==> src/ddc_pkg.sv <==
package ddc_pkg;
  // ----------------------------------------------------------------
  // Geometry, address layout and timing
  // ----------------------------------------------------------------
  localparam int NUM_CS = 2;
  localparam int NUM_BANKS = 4;
  localparam int NUM_ENTRIES = NUM_CS * NUM_BANKS;
  localparam int ROW_W = 12;
  localparam int MADDR_W = 14;
  localparam int CS_BIT = 28;
  localparam int COL_HI_MSB = 27;
  localparam int COL_HI_LSB = 24;
  localparam int ROW_MSB = 23;
  localparam int ROW_LSB = 12;
  localparam int BANK_MSB = 11;
  localparam int BANK_LSB = 10;
  localparam int COL_LO_MSB = 9;
  localparam int COL_LO_LSB = 1;
  localparam int BURST_HALVES = 8;
  localparam int FIFO_DEPTH = 16;
  localparam int CLK_PERIOD_NS = 10;
  localparam int CMD_GAP_NS = 20;
  localparam int REF_INTERVAL_NS = 7800;
  // Least gap rounds up; refresh interval is a longest time and rounds down.
  localparam int CMD_GAP_CYC = (CMD_GAP_NS + CLK_PERIOD_NS - 1) / CLK_PERIOD_NS;
  localparam int REF_INTERVAL_CYC = REF_INTERVAL_NS / CLK_PERIOD_NS;
  localparam logic [3:0] GAP_LOAD = 4'(CMD_GAP_CYC);
  localparam logic [9:0] REF_LOAD = 10'(REF_INTERVAL_CYC);
  localparam logic [3:0] HALF_LAST = 4'(BURST_HALVES - 1);

  // ----------------------------------------------------------------
  // Types
  // ----------------------------------------------------------------
  typedef enum logic [6:0] {
    ST_IDLE = 7'h01,
    ST_PRECHARGE_ALL_COMMAND = 7'h02,
    ST_REF = 7'h04,
    ST_LMR = 7'h08,
    ST_PRE = 7'h10,
    ST_ACT = 7'h20,
    ST_XFER = 7'h40
  } ddc_state_t;

  typedef enum logic [2:0] {
    CMD_NOP = 3'h0,
    CMD_PRECHARGE_ALL_COMMAND = 3'h1,
    CMD_PRE = 3'h2,
    CMD_ACT = 3'h3,
    CMD_RD = 3'h4,
    CMD_WR = 3'h5,
    CMD_REF = 3'h6,
    CMD_LMR = 3'h7
  } ddc_cmd_t;

  typedef struct packed {
    logic auto_refresh_enable;
    logic init_refresh;
    logic init_precharge_all;
    logic mode_write_enable;
  } ddc_ctl_t;

  typedef struct packed {
    logic write;
    logic [31:0] addr;
  } ddc_req_t;

  typedef struct packed {
    ddc_cmd_t cmd;
    logic [NUM_CS-1:0] cs_n;
    logic [1:0] bank;
    logic [MADDR_W-1:0] addr;
    logic [15:0] wdata;
    logic wvalid;
  } ddc_mem_t;
endpackage : ddc_pkg

==> src/ddc_fifo.sv <==
module ddc_fifo #(
  parameter int WIDTH = 32,
  parameter int DEPTH = 16
) (
  input wire logic ref_clk,
  input wire logic rst,
  input wire logic in_valid,
  output logic in_ready,
  input wire logic [WIDTH-1:0] in_data,
  output logic out_valid,
  input wire logic out_ready,
  output logic [WIDTH-1:0] out_data
);
  localparam int AW = $clog2(DEPTH);

  typedef struct packed {
    logic [AW-1:0] wp;
    logic [AW-1:0] rp;
    logic [AW:0] count;
  } ddc_fifo_st_t;

  ddc_fifo_st_t st_reg;
  ddc_fifo_st_t st_next;
  logic [WIDTH-1:0] store [DEPTH];
  logic push;
  logic pop;

  // Full and empty come straight from the occupancy count.
  assign in_ready = (st_reg.count != (AW+1)'(DEPTH));
  assign out_valid = (st_reg.count != '0);
  assign out_data = store[st_reg.rp];
  assign push = in_valid && in_ready;
  assign pop = out_valid && out_ready;

  // Pointer and count update.
  always_comb begin
    st_next = st_reg;
    if (push) begin
      st_next.wp = st_reg.wp + AW'(1);
    end
    if (pop) begin
      st_next.rp = st_reg.rp + AW'(1);
    end
    st_next.count = st_reg.count + (AW+1)'(push) - (AW+1)'(pop);
  end

  always_ff @(posedge ref_clk) begin
    if (rst) begin
      st_reg <= '0;
    end else begin
      st_reg <= st_next;
    end
  end

  // Storage has no reset; only written slots are ever read.
  always_ff @(posedge ref_clk) begin
    if (push) begin
      store[st_reg.wp] <= in_data;
    end
  end
endmodule : ddc_fifo

==> src/ddc_ctrl.sv <==
module ddc_ctrl (
  input wire logic ref_clk,
  input wire logic rst,
  input wire logic ctrl_wr,
  input wire ddc_pkg::ddc_ctl_t ctrl_in,
  input wire logic mode_wr,
  input wire logic [1:0] mode_sel,
  input wire logic [ddc_pkg::MADDR_W-1:0] memory_mode_value,
  output logic mode_locked,
  output logic ctrl_busy,
  input wire logic req_valid,
  output logic req_ready,
  input wire ddc_pkg::ddc_req_t req,
  input wire logic wr_valid,
  output logic wr_ready,
  input wire logic [31:0] wr_data,
  output logic rd_valid,
  output logic [31:0] rd_data,
  output ddc_pkg::ddc_mem_t mem_out,
  input wire logic [15:0] mem_rdata,
  input wire logic mem_rvalid
);
  localparam int GAP_CYC = ddc_pkg::CMD_GAP_CYC;
  localparam int GAP_WIN = GAP_CYC + 2; // Gap countdown plus the issuing cycle.
  typedef struct packed {
    ddc_pkg::ddc_state_t st;
    ddc_pkg::ddc_ctl_t ctl;
    logic precharge_all_command_pend;
    logic init_refresh_pend;
    logic lmr_pend;
    logic [1:0] lmr_sel;
    logic [ddc_pkg::MADDR_W-1:0] lmr_val;
    logic then_ref;
    logic [ddc_pkg::NUM_ENTRIES-1:0] open_vld;
    logic [ddc_pkg::NUM_ENTRIES-1:0][ddc_pkg::ROW_W-1:0] open_row;
    ddc_pkg::ddc_req_t cur;
    logic [3:0] wait_cnt;
    logic [3:0] half_cnt;
    logic [9:0] ref_cnt;
    logic ref_due;
    logic [15:0] lo_half;
    logic rd_valid;
    logic [31:0] rd_data;
    ddc_pkg::ddc_mem_t mem;
    logic [16:0] sync1;
    logic [16:0] sync2;
  } ddc_st_t;
  ddc_st_t s_reg;
  ddc_st_t s_next;
  logic fifo_valid;
  logic fifo_pop;
  logic [31:0] fifo_data;
  logic idle_free;
  logic req_hit;
  logic [2:0] req_idx;
  logic [2:0] cur_idx;
  logic [ddc_pkg::ROW_W-1:0] req_row;
  logic [ddc_pkg::ROW_W-1:0] cur_row;
  logic [ddc_pkg::MADDR_W-1:0] cur_col;
  logic rvalid_s;
  logic [15:0] rdata_s;
  // ----------------------------------------------------------------
  // Write data buffer
  // ----------------------------------------------------------------
  // The write burst drains this buffer; an empty buffer stalls the burst.
  ddc_fifo #(.WIDTH(32), .DEPTH(ddc_pkg::FIFO_DEPTH)) ddc_fifo_i (
    .ref_clk(ref_clk),
    .rst(rst),
    .in_valid(wr_valid),
    .in_ready(wr_ready),
    .in_data(wr_data),
    .out_valid(fifo_valid),
    .out_ready(fifo_pop),
    .out_data(fifo_data)
  );
  // ----------------------------------------------------------------
  // Address decode
  // ----------------------------------------------------------------
  // Tracking entry index is chip-select then bank, one row per entry.
  assign req_idx = {req.addr[ddc_pkg::CS_BIT], req.addr[ddc_pkg::BANK_MSB:ddc_pkg::BANK_LSB]};
  assign req_row = req.addr[ddc_pkg::ROW_MSB:ddc_pkg::ROW_LSB];
  assign cur_idx = {s_reg.cur.addr[ddc_pkg::CS_BIT], s_reg.cur.addr[ddc_pkg::BANK_MSB:ddc_pkg::BANK_LSB]};
  assign cur_row = s_reg.cur.addr[ddc_pkg::ROW_MSB:ddc_pkg::ROW_LSB];
  // Column bits are split, so a contiguous page is only 1 KByte.
  // The critical word's column goes out first; memory wraps sequentially.
  assign cur_col = {1'b0, s_reg.cur.addr[ddc_pkg::COL_HI_MSB:ddc_pkg::COL_HI_LSB],
                    s_reg.cur.addr[ddc_pkg::COL_LO_MSB:ddc_pkg::COL_LO_LSB]};
  assign req_hit = s_reg.open_vld[req_idx] && (s_reg.open_row[req_idx] == req_row);
  assign rvalid_s = s_reg.sync2[16];
  assign rdata_s = s_reg.sync2[15:0];
  // Refresh and init commands take precedence over new accesses.
  assign idle_free = (s_reg.st == ddc_pkg::ST_IDLE) && !s_reg.precharge_all_command_pend && !s_reg.init_refresh_pend
                     && !(s_reg.ref_due && s_reg.ctl.auto_refresh_enable)
                     && !(s_reg.lmr_pend && s_reg.ctl.mode_write_enable);
  assign req_ready = idle_free;
  assign fifo_pop = (s_reg.st == ddc_pkg::ST_XFER) && s_reg.cur.write && !s_reg.half_cnt[0];
  assign mode_locked = !s_reg.ctl.mode_write_enable;
  assign ctrl_busy = (s_reg.st != ddc_pkg::ST_IDLE) || s_reg.precharge_all_command_pend || s_reg.init_refresh_pend;
  assign rd_valid = s_reg.rd_valid;
  assign rd_data = s_reg.rd_data;
  assign mem_out = s_reg.mem;

  // ----------------------------------------------------------------
  // Next-state logic
  // ----------------------------------------------------------------
  // Commands are single-cycle pulses; each command state then waits the gap.
  always_comb begin
    s_next = s_reg;
    s_next.mem.cmd = ddc_pkg::CMD_NOP;
    s_next.mem.cs_n = '1;
    s_next.mem.wvalid = 1'b0;
    s_next.rd_valid = 1'b0;
    // Pin inputs pass two flops before use.
    s_next.sync1 = {mem_rvalid, mem_rdata};
    s_next.sync2 = s_reg.sync1;
    // Periodic refresh timer; clearing the enable restarts it.
    if (!s_reg.ctl.auto_refresh_enable || s_reg.ref_cnt == '0) begin
      s_next.ref_cnt = ddc_pkg::REF_LOAD;
    end else begin
      s_next.ref_cnt = s_reg.ref_cnt - 10'h001;
    end
    if (s_reg.wait_cnt != '0) begin
      s_next.wait_cnt = s_reg.wait_cnt - 4'h1;
    end
    case (s_reg.st)
      ddc_pkg::ST_IDLE: begin
        if (s_reg.ref_due && s_reg.ctl.auto_refresh_enable || s_reg.init_refresh_pend || s_reg.precharge_all_command_pend) begin
          // A refresh always starts by precharging every bank everywhere.
          s_next.then_ref = !s_reg.precharge_all_command_pend;
          s_next.mem.cmd = ddc_pkg::CMD_PRECHARGE_ALL_COMMAND;
          s_next.mem.cs_n = '0;
          s_next.open_vld = '0;
          s_next.st = ddc_pkg::ST_PRECHARGE_ALL_COMMAND;
          s_next.wait_cnt = ddc_pkg::GAP_LOAD;
          if (s_reg.precharge_all_command_pend) begin
            s_next.precharge_all_command_pend = 1'b0;
          end else if (s_reg.init_refresh_pend) begin
            s_next.init_refresh_pend = 1'b0;
          end else begin
            s_next.ref_due = 1'b0;
          end
        end else if (s_reg.lmr_pend && s_reg.ctl.mode_write_enable) begin
          s_next.lmr_pend = 1'b0;
          s_next.mem.cmd = ddc_pkg::CMD_LMR;
          s_next.mem.cs_n = '0;
          s_next.mem.bank = s_reg.lmr_sel;
          s_next.mem.addr = s_reg.lmr_val;
          s_next.st = ddc_pkg::ST_LMR;
          s_next.wait_cnt = ddc_pkg::GAP_LOAD;
        end else if (req_valid) begin
          s_next.cur = req;
          s_next.half_cnt = '0;
          s_next.mem.cs_n[req.addr[ddc_pkg::CS_BIT]] = 1'b0;
          s_next.mem.bank = req.addr[ddc_pkg::BANK_MSB:ddc_pkg::BANK_LSB];
          s_next.wait_cnt = ddc_pkg::GAP_LOAD;
          if (req_hit) begin
            s_next.mem.cmd = req.write ? ddc_pkg::CMD_WR : ddc_pkg::CMD_RD; // Open row: access at once.
            s_next.mem.addr = {1'b0, req.addr[ddc_pkg::COL_HI_MSB:ddc_pkg::COL_HI_LSB],
                               req.addr[ddc_pkg::COL_LO_MSB:ddc_pkg::COL_LO_LSB]};
            s_next.st = ddc_pkg::ST_XFER;
            s_next.wait_cnt = '0;
          end else if (s_reg.open_vld[req_idx]) begin
            // Outside the open page: close this bank's row first.
            s_next.mem.cmd = ddc_pkg::CMD_PRE;
            s_next.open_vld[req_idx] = 1'b0;
            s_next.st = ddc_pkg::ST_PRE;
          end else begin
            // Idle bank needs only an activate of that one bank.
            s_next.mem.cmd = ddc_pkg::CMD_ACT;
            s_next.mem.addr = {2'b00, req_row};
            s_next.open_vld[req_idx] = 1'b1;
            s_next.open_row[req_idx] = req_row;
            s_next.st = ddc_pkg::ST_ACT;
          end
        end
      end
      ddc_pkg::ST_PRECHARGE_ALL_COMMAND: begin
        if (s_reg.wait_cnt == '0) begin
          if (s_reg.then_ref) begin
            // Every chip-select refreshes together; all rows are now closed.
            s_next.mem.cmd = ddc_pkg::CMD_REF;
            s_next.mem.cs_n = '0;
            s_next.open_vld = '0;
            s_next.st = ddc_pkg::ST_REF;
            s_next.wait_cnt = ddc_pkg::GAP_LOAD;
          end else begin
            s_next.st = ddc_pkg::ST_IDLE;
          end
        end
      end
      ddc_pkg::ST_REF, ddc_pkg::ST_LMR: begin
        if (s_reg.wait_cnt == '0) begin
          s_next.st = ddc_pkg::ST_IDLE;
        end
      end
      ddc_pkg::ST_PRE: begin
        if (s_reg.wait_cnt == '0) begin
          s_next.mem.cmd = ddc_pkg::CMD_ACT;
          s_next.mem.cs_n[s_reg.cur.addr[ddc_pkg::CS_BIT]] = 1'b0;
          s_next.mem.addr = {2'b00, cur_row};
          s_next.open_vld[cur_idx] = 1'b1;
          s_next.open_row[cur_idx] = cur_row;
          s_next.st = ddc_pkg::ST_ACT;
          s_next.wait_cnt = ddc_pkg::GAP_LOAD;
        end
      end
      ddc_pkg::ST_ACT: begin
        if (s_reg.wait_cnt == '0) begin
          s_next.mem.cmd = s_reg.cur.write ? ddc_pkg::CMD_WR : ddc_pkg::CMD_RD; // Row is open now.
          s_next.mem.cs_n[s_reg.cur.addr[ddc_pkg::CS_BIT]] = 1'b0;
          s_next.mem.addr = cur_col;
          s_next.st = ddc_pkg::ST_XFER;
        end
      end
      ddc_pkg::ST_XFER: begin
        if (s_reg.cur.write) begin
          if (!s_reg.half_cnt[0] && fifo_valid) begin
            s_next.mem.wdata = fifo_data[15:0];
            s_next.lo_half = fifo_data[31:16];
            s_next.mem.wvalid = 1'b1;
            s_next.half_cnt = s_reg.half_cnt + 4'h1;
          end else if (s_reg.half_cnt[0]) begin
            s_next.mem.wdata = s_reg.lo_half;
            s_next.mem.wvalid = 1'b1;
            s_next.half_cnt = s_reg.half_cnt + 4'h1;
          end
        end else if (rvalid_s) begin
          if (!s_reg.half_cnt[0]) begin
            s_next.lo_half = rdata_s;
          end else begin
            s_next.rd_data = {rdata_s, s_reg.lo_half};
            s_next.rd_valid = 1'b1;
          end
          s_next.half_cnt = s_reg.half_cnt + 4'h1;
        end
        if (s_reg.half_cnt == ddc_pkg::HALF_LAST && (s_reg.cur.write || rvalid_s)) begin
          s_next.st = ddc_pkg::ST_IDLE;
        end
      end
      default: begin
        s_next.st = ddc_pkg::ST_IDLE;
      end
    endcase
    // Set wins over the clear above when the timer expires the same cycle.
    if (s_reg.ctl.auto_refresh_enable && s_reg.ref_cnt == '0) begin
      s_next.ref_due = 1'b1;
    end
    // A write to the control bits arms at most one init command.
    if (ctrl_wr) begin
      s_next.ctl = ctrl_in;
      if (ctrl_in.init_precharge_all && ctrl_in.mode_write_enable && !ctrl_in.init_refresh
          && !ctrl_in.auto_refresh_enable) begin
        s_next.precharge_all_command_pend = 1'b1;
      end
      if (ctrl_in.init_refresh && ctrl_in.mode_write_enable && !ctrl_in.init_precharge_all
          && !ctrl_in.auto_refresh_enable) begin
        s_next.init_refresh_pend = 1'b1;
      end
    end
    // Mode writes are dropped once the enable is cleared.
    if (mode_wr && s_reg.ctl.mode_write_enable) begin
      s_next.lmr_pend = 1'b1;
      s_next.lmr_sel = mode_sel;
      s_next.lmr_val = memory_mode_value;
    end
  end

  // Reset closes every tracked row so first accesses activate.
  always_ff @(posedge ref_clk) begin
    if (rst) begin
      s_reg <= '0;
      s_reg.st <= ddc_pkg::ST_IDLE;
      s_reg.mem.cs_n <= '1;
      s_reg.ref_cnt <= ddc_pkg::REF_LOAD;
    end else begin
      s_reg <= s_next;
    end
  end
endmodule : ddc_ctrl

==> config.mk <==
export PLATFORM = sky130hd
export DESIGN_NAME = ddc_ctrl
export DESIGN_NICKNAME = d
export VERILOG_FILES = /design/src/ddc_pkg.sv /design/src/ddc_fifo.sv /design/src/ddc_ctrl.sv
export SDC_FILE = /design/constraint.sdc
export NUM_CORES = 1
export LEC_CHECK = 0
export BUFFER_PORTS_ARGS = -buffer_cell sky130_fd_sc_hd__buf_2
export CAP_MARGIN = 20
export CORE_MARGIN = 1
export CORE_UTILIZATION = 50
export CTS_CLUSTER_SIZE = 24
export DETAILED_ROUTE_END_ITERATION = 16
export PLACE_DENSITY = 0.78
export SETUP_SLACK_MARGIN = 0.05
export SYNTH_ARGS = -nofsm -noshare
export SYNTH_HDL_FRONTEND = slang
export SYNTH_SLANG_ARGS = --single-unit
==> constraint.sdc <==
create_clock -name ref_clk -period 5.2 [get_ports ref_clk]
set_input_delay 0.26 -clock ref_clk [delete_from_list [all_inputs] [get_ports ref_clk]]
set_output_delay 0.26 -clock ref_clk [all_outputs]
set_load 0.03 [all_outputs]
# Word-level counts from Yosys, hierarchy flattened
# Memories as Yosys holds them, arrays and structs flattened. A register that Yosys moved wholly into a read port is not among the register bits.
# Index checks and enable logic that the tools add are counted.
# W data, S select, Z words.
# word_totals
out_inout_bits,75
word_cells,275
register_bits,319
memories,1
input_bits,108
ram_bits,512
# op_classes
addsub,7
magnitude_cmp,8
reduce_logical,74
muxes,100
bitwise,11
n_eq_ne,35
# mem_list
name,depth,width,rd,rd_ports_with_merged_regs,write_ports,line_no,source
ddc_fifo_i.store,16,32,1,1,1,ddc_fifo.sv:24,logic [WIDTH-1:0] store [DEPTH];
# ops
op,count
$mux W104,2
$bwmux W96,2
$pmux W96 S2,1
$mux W145,1
$mux W137,1
$mux W129,1
$mux W96,1
$demux W12 S3,2
$mux W14,5
$mux W7,9
$mux W4,15
$mux W17,3
$mux W49,1
$mux W16,3
$mux W21,2
$pmux W14 S3,1
$pmux W7 S6,1
$bmux W12 S3,1
$mux W12,3
$mux W33,1
$mux W8,4
$logic_and A1 B1 Y1,25
$pmux W8 S3,1
$mux W1,20
other kinds (58),129

# Depth between registers and ports, before layout
# Gate-level depths: netlist of the first run.
# depth
word_depth,12
ltp_mapped,14
mapped_depth_nobuf,14

# By module
# A second synthesis of the first run with hierarchy kept.
# hier_totals
hier_cells,2595
area_unflattened_um2,34369.2
# by_module_without_submodules
module,seq_area_each_um2,n_inst,cells_per_inst,area_each_um2
ddc_fifo,15715.1,1,893,20017.9
ddc_ctrl,6045.8,1,1702,14351.3

# Worst setup path before layout of the first run
# No wires, ideal clock.
# synth_timing
path_kind,reg-to-reg
startpoint,register ddc_fifo_i.st_reg[2] (netlist name)
endpoint,"memory ddc_fifo_i.store[3][0], enable pin"
setup_ns,0.461
stages_incl_launch_ff,8
t_required_ns,4.739
arrival_ns,3.651
slack_ns,1.088
synth_period_minus_slack_ns,4.112
n_path_buf,1
path_cell_list,dfxtp_1 -> inv_1 -> ha_1 -> nand4_1 -> and2_1 -> clkbuf_1 -> nand2_1 -> nor3_1
# synth_via
elab_chain_len,4
# synth_lines
element,line_no,source
from (decl),ddc_fifo.sv:22,ddc_fifo_st_t st_reg;
from (signal assigned),ddc_fifo.sv:51,st_reg <= st_next;
$ne A5 B5 Y1,ddc_fifo.sv:29,assign in_ready = (st_reg.count != (AW+1)'(DEPTH));
named net wr_ready,ddc_ctrl.sv:15,"output logic wr_ready,"
$logic_and A1 B1 Y1,ddc_fifo.sv:32,assign push = in_valid && in_ready;
named net ddc_fifo_i.push,ddc_fifo.sv:25,logic push;
$mux W1,ddc_fifo.sv:57,if (push) begin
$mux W1 (implied by the code),ddc_fifo.sv:58,store[st_reg.wp] <= in_data;
to (decl),ddc_fifo.sv:24,
# The timed path passes the listed nets, and every way through them passes these cells.

# Final worst setup path of the first run
# layout_timing
startpoint,register s_reg[307] (netlist name)
endpoint,register s_reg (netlist bit mem_out[22])
# layout_via
elab_chain_len,3
word_cells_on_any_way,11
cone_classes,8 x eq/ne; 1 x mux; 2 x reduce/logical
# layout_lines
element,line_no,source
from (decl),ddc_ctrl.sv:48,ddc_st_t s_reg;
from (signal assigned),ddc_ctrl.sv:276,s_reg <= s_next;
$eq A7 B1 Y1 (tied with other cells),ddc_ctrl.sv:125,case (s_reg.st)
$ne A4 B3 Y1 (no source line) (tied with other cells),n/a,
$reduce_and A6 Y1 (no source line),n/a,
# Several ways; a longest one is shown, not always the timed one.
# A chain may end at the register's enable or synchronous reset.

==> out/qor.csv, run 1 <==
metric,value,unit
outcome,completed,
cell chain of the critical path,nor3_2 -> nand3_1 -> o22ai_1 -> nand2_1 -> nor4b_1 -> a311oi_1 -> a211oi_1 -> a21oi_1,
"Top FF cell, synth",edfxtp_1,
max frequency,265,MHz
layout cells sized above 1,20.8,%
internal cell power,11.9,mW
Leak,13.0,nW
initial core utilization,50.7,%
first-pass GRT wire length,142000,um
critical path arrival,4.26,ns
CP peak stage delay,0.69,ns
Slew HR,24.0,%
Seq cells post-synth,831,
pwr/cell area,417,nW/um2
"Period Utilization, post-route",72.5,%
Max Slew Vio Count,0,
vias in the first global route,23200,
CP top delay family,simple AND/OR/NAND/NOR gates,
synth unique cells,73,
setup TNS,0,ns
clk slew on worst S/H paths,0.07,ns
drt first pass iters,5,
"IR drop worst, VDD",0.000350,V
total power,16.6,mW
IO Count,183,
Layout area overhead,14.5,%
die width,266,um
Tot GR Track Use,26.9,%
Worst Path Required,5.69,ns
row count,96,
Final setup violation count,0,
Seq pwr share,47.1,%
routability cong.,0.895,
synthesized area,34800,um2
area share of the largest cell type after synthesis,44.2,%
final wirelength,96100,um
die area,70700,um2
WHS,0.0347,ns
insertion delay to the later sink of the worst-skew pair,0.65,ns
clock sinks,831,
drt via density,6.24,
# nets final,2865,
root buffer cell,clkbuf_16,
Critical Path Sink Type,flip-flop,
RSZ-0062 raised after global routing,false,
hold_sp,req[20],
asr flop ratio synth,0,%
Comb power frac,16.8,%
Cells after Synth,2609,
total grt overflow,0,
fin crit period,3.77,ns
post_cts resized,0,
core area,68700,um2
max FFs per register,512,
Starting DRT DRC Count,2568,
Post-DRT Antenna Nets,0,
Die Y,266,um
Post-synth EDFFs,512,
type of origin of the critical path,flip-flop,
CTS Buf Count,80,
Yosys Warn Count,0,
critical path's slowest cell,nand3_1,
final HPWL from detailed placement,57200,um
Hold Crit Class,in -> reg,
Area contributors post-synth,"edfxtp_1 44%, dfxtp_1 18%, mux4_2 11%",
NetSw,4.70,mW
Mapped Avg Cell Area,13.3,um2
most area-hungry cell type in the Yosys netlist,edfxtp_1,
largest net degree at the start of global routing,218,
initial antenna violation count,5,
Setup CP Type,reg -> reg,
Worst R2R Start,s_reg[307]$_SDFFE_PP0P_,
CTS Buffer Depth,3,
sequential-to-total area share from yosys stat,62.5,%
hold buffers post-CTS,93,
routed vias,23300,
DRC Markers,0,
Mapped Nets,2734,
Clock Power Share,36.1,%
Post CTS Setup Buffer Count,0,
max-cap viol count,0,
Sw Ratio,28.3,%
TritonCTS clock tree,done,
worst slew pin tran,1.14,ns
DR WL/cell,25.7,um
Buffers on Ports,178,
Worst Skew,0.0266,ns
"Hold Violations, Final",0,
Buf/Inv on CP,0,
critical path peak fanout,21,
H-tree depth,3,
Critical Path Start,s_reg[307]$_SDFFE_PP0P_,
"Core Util, Final",58.0,%
layout by cell type (no fill, tap or decap), drive strengths merged, types with 20 or more instances in the layout:
| cell type | netlist | routed |
|---|---|---|
| dfxtp | 319 | 319 |
| a311oi | 25 | 25 |
| nor2b | 50 | 50 |
| mux2i | 47 | 47 |
| nor3 | 37 | 37 |
| a21oi | 127 | 127 |
| dlygate4sd3 | 0 | 93 |
| nand2 | 238 | 238 |
| a22oi | 138 | 138 |
| edfxtp | 512 | 512 |
| o21ai | 49 | 49 |
| nor2 | 223 | 223 |
| inv | 33 | 36 |
| a211oi | 144 | 144 |
| clkbuf | 170 | 114 |
| buf | 111 | 237 |
| and3 | 20 | 20 |
| nand3 | 25 | 25 |
| mux4 | 172 | 172 |
worst min-delay path, delay by kind of cell:
kind            cells  cell delay (ns)
compound gates      1             0.06
simple gates        1             0.10
buf+inv             1             0.21
synthesized netlist by cell type (25+ instances only):
| master | count |
|---|---|
| edfxtp_1 | 512 |
| dfxtp_1 | 319 |
| nand2_1 | 236 |
| nor2_1 | 222 |
| mux4_2 | 172 |
| clkbuf_1 | 170 |
| a211oi_1 | 143 |
| a22oi_1 | 137 |
| a21oi_1 | 124 |
| buf_4 | 71 |
| nor2b_1 | 50 |
| mux2i_1 | 47 |
| o21ai_0 | 37 |
| nor3_1 | 36 |
| inv_1 | 32 |
| a311oi_1 | 25 |
| nand3_1 | 25 |
per-stage QoR:
| step | worst slack, ns | cell area [um2] | instances |
|---|---|---|---|
| global route | 1.24 | 39900 | 3739 |
| floorplan | 1.09 | 34800 | 2609 |
| global placement | 1.34 | 36100 | 3491 |
| detailed placement | 1.29 | 36200 | 3492 |
| CTS | 1.58 | 39800 | 3732 |
| finish | 1.43 | 39900 | 3741 |
power by group through the flow:
stage	combinational [mW]	clock [mW]	sequential (mW)
2_1_floorplan	2.00	0	7.80
5_1_grt	3.01	6.31	7.87
6_report	2.79	6.00	7.83
3_5_place_dp	2.64	0	7.95
3_3_place_gp	2.55	0	7.91
4_1_cts	2.72	6.04	7.82
per-layer routing:
layer | vias to the layer above | part of all wire (%) | global-route usage (%)
li1 | 10100 | - | -
met1 | 11700 | 37 | 32.6
met2 | 1287 | 51 | 47.8
met3 | 226 | 8.2 | 4.66
met4 | 4 | 3.7 | 10.4
met5 | - | 0.022 | 0
final timing paths:
check | endpoint | slack [ns] | depth (start not counted)
worst min register to register | rvalid_s$_SDFF_PP0_ | 0.44 | 1
worst max-delay path | mem_out[22]$_SDFFE_PP0P_ | 1.43 | 8
worst min-delay path | cur_row[8]$_SDFFE_PP0P_ | 0.03 | 3
worst max register to register | mem_out[22]$_SDFFE_PP0P_ | 1.43 | 8
logic make-up after synthesis:
logic type	Yosys count	synth area share [%]
flip-flops	831	62.5
multiplexers	220	12.5
AND/OR/NAND/NOR	666	8.73
AO/OA/AOI/OAI	530	10.6
adder cells (fa/ha/maj)	17	0.632
XOR/XNOR	31	0.780
buffers and inverters	314	4.24
cell type report:
type | count | area (um2)
fill | 5263 | 28800
sequential | 831 | 21800
multi-input combinational | 1464 | 11700
timing repair buffer | 330 | 2350
clock buffer | 114 | 2240
tap | 931 | 1160
clock inverter | 33 | 465
inverter | 33 | 124
antenna | 5 | 12.5
(Power assumes the default switching activity.)
==> inputs of run 2 (changes only) <==
==> constraint.sdc (replaced) <==
create_clock -name ref_clk -period 3.9 [get_ports ref_clk]
set_input_delay 0.195 -clock ref_clk [delete_from_list [all_inputs] [get_ports ref_clk]]
set_output_delay 0.195 -clock ref_clk [all_outputs]
set_load 0.03 [all_outputs]
==> out/qor.csv, run 2 (same netlist as run 1, synthesis figures left out) <==
metric,value,unit,change
outcome,completed,,unchanged
max FFs per register,512,,unchanged
DRC Markers,0,,unchanged
CTS Buf Count,83,,was 80
met2 GRT Util,47.6,%,was 47.8%
worst slew pin tran,1.08,ns,was 1.14 ns
fin crit period,3.45,ns,
CTS Buffer Depth,3,,unchanged
max frequency,290,MHz,
"Hold Violations, Final",0,,unchanged
most frequent cells in the layout,"512 x edfxtp_1, 316 x dfxtp_1, 236 x nand2_1",,"was 512 x edfxtp_1, 315 x dfxtp_1, 236 x nand2_1"
Worst Path Required,3.70,ns,was 5.69 ns
Die Y,266,um,unchanged
routed vias,23300,,about the same
setup TNS,0,ns,unchanged
RSZ-0062 raised after global routing,false,,unchanged
R2R Setup Slk,0.91,ns,was 1.43 ns
IO Count,183,,unchanged
Starting DRT DRC Count,2822,,was 2568
final setup margin,0.454,ns,was 1.43 ns
root buffer cell,clkbuf_16,,unchanged
Register Area,21800,um2,about the same
Hold Crit Class,in -> reg,,unchanged
drt via density,6.16,,was 6.24
core area,68700,um2,unchanged
largest net degree at the start of global routing,123,,was 218
Post CTS Setup Buffer Count,0,,unchanged
hold buffers post-CTS,99,,was 93
# nets final,2911,,was 2865
Tot GR Track Use,27.3,%,was 26.9%
final wirelength,96100,um,about the same
DR WL/cell,25.4,um,was 25.7 um
Slew HR,27.2,%,was 24.0%
first-pass GRT wire length,144000,um,was 142000 um
Setup CP Type,reg -> out,,was reg -> reg
Max Slew Vio Count,0,,unchanged
die width,266,um,unchanged
Layout area overhead,15.4,%,was 14.5%
"Core Util, Final",58.5,%,was 58.0%
H-tree depth,3,,unchanged
critical path arrival,3.25,ns,was 4.26 ns
row count,96,,unchanged
post_cts resized,0,,unchanged
CP peak stage delay,0.74,ns,was 0.69 ns
busiest grt layer,met2,,unchanged
Leak,13.1,nW,was 13.0 nW
TritonCTS clock tree,done,,unchanged
layout cells sized above 1,21.6,%,was 20.8%
Fillers,5243,,was 5263
die area,70700,um2,unchanged
Critical Path Sink Type,output port,,was flip-flop
dpl ws,0.539,ns,was 1.29 ns
routability cong.,0.926,,was 0.895
Post-DRT Antenna Nets,0,,unchanged
multi-input logic area,11700,um2,about the same
vias in the first global route,23800,,was 23200
"IR drop worst, VDD",0.000407,V,was 0.000350 V
final HPWL from detailed placement,58000,um,was 57200 um
clk slew on worst S/H paths,0.06,ns,was 0.07 ns
critical path peak fanout,9,,was 21
"most common cell after layout, fill and taps aside",edfxtp_1,,unchanged
Final setup violation count,0,,unchanged
total power,22.1,mW,was 16.6 mW
Buffers on Ports,178,,unchanged
"Period Utilization, post-route",88.4,%,
drt first pass iters,5,,unchanged
type of origin of the critical path,flip-flop,,unchanged
met1 GRT Util,32.3,%,was 32.6%
pwr/cell area,551,nW/um2,was 417 nW/um2
critical path's slowest cell,nor2_1,,was nand3_1
initial core utilization,50.7,%,unchanged
Worst Skew,0.0495,ns,was 0.0266 ns
insertion delay to the later sink of the worst-skew pair,0.66,ns,was 0.65 ns
clock sinks,831,,unchanged
cell chain of the critical path,nor3_2 -> nand3_1 -> nor2_1 -> nand2_1 -> inv_1 -> buf_2,,was nor3_2 -> nand3_1 -> o22ai_1 -> nand2_1 -> nor4b_1 -> a311oi_1 -> a211oi_1 -> a21oi_1
total grt overflow,0,,unchanged
initial antenna violation count,2,,was 5
met3 Resource Use GR,5.36,%,was 4.66%
max-cap viol count,0,,unchanged
-- run 2: changes by cell type in the layout (fill, tap and decap cells not counted), moves of 2 or more --
cell / change
clkinv_1: +7
clkbuf_8: -2
clkinv_2: +3
dlygate4sd3_1: +6
diode_2: -3
clkinv_16: -2
buf_4: +38
nor3_1: +4
clkbuf_16: +2
buf_6: -2
clkbuf_1: -5
nor3_4: +4
nor3_2: -8
-- run 2: routing by layer --
metal  routed length (um)  vias up
met5                    0        -
met4                 4340        0
met3                 7770      270
met2                49200     1227
met1                34800    11600
li1                     -    10200
-- run 2: power by group --
part	switching, mW	internal [mW]
Sequential	0.458	9.99
Combinational	2.41	1.37
Clock	3.37	4.54
Total	6.24	15.9
-- run 2: per-stage QoR --
stage / std cells / instance area, um2 / hold WS [ns]
floorplan: 2609 / 34800 / 0.294
global placement: 3531 / 36500 / 0.405
detailed placement: 3531 / 36500 / 0.409
CTS: 3780 / 40100 / 0.00162
global route: 3783 / 40200 / 0.0384
finish: 3784 / 40200 / 0.0444
-- run 2: worst paths after layout --
check,depth (start not counted),to,startpoint
worst min-delay path,4,cur_idx[0]$_SDFFE_PP0P_,req[10]
worst max-delay path,6,req_ready,s_reg[307]$_SDFFE_PP0P_
worst max register to register,14,ddc_fifo_i.st_reg[4]$_SDFF_PP0_,ddc_fifo_i.st_reg[2]$_SDFF_PP0_
worst min register to register,1,rdata_s[9]$_SDFF_PP0_,s_next[9]$_SDFF_PP0_
-- run 2: final cells by class --
| type | count | share of cell area, % |
|---|---|---|
| multi-input combinational | 1464 | 29.2 |
| tap | 931 | 2.90 |
| inverter | 33 | 0.308 |
| clock inverter | 40 | 1.06 |
| clock buffer | 110 | 5.60 |
| timing repair buffer | 373 | 6.73 |
| antenna | 2 | 0.0125 |
| sequential | 831 | 54.2 |
-- run 2: worst max-delay path, delay by kind of cell (launching register included) --
family | cells | cell delay (ns)
simple gates | 4 | 1.93
buf+inv | 2 | 0.36
flops | 1 | 0.34
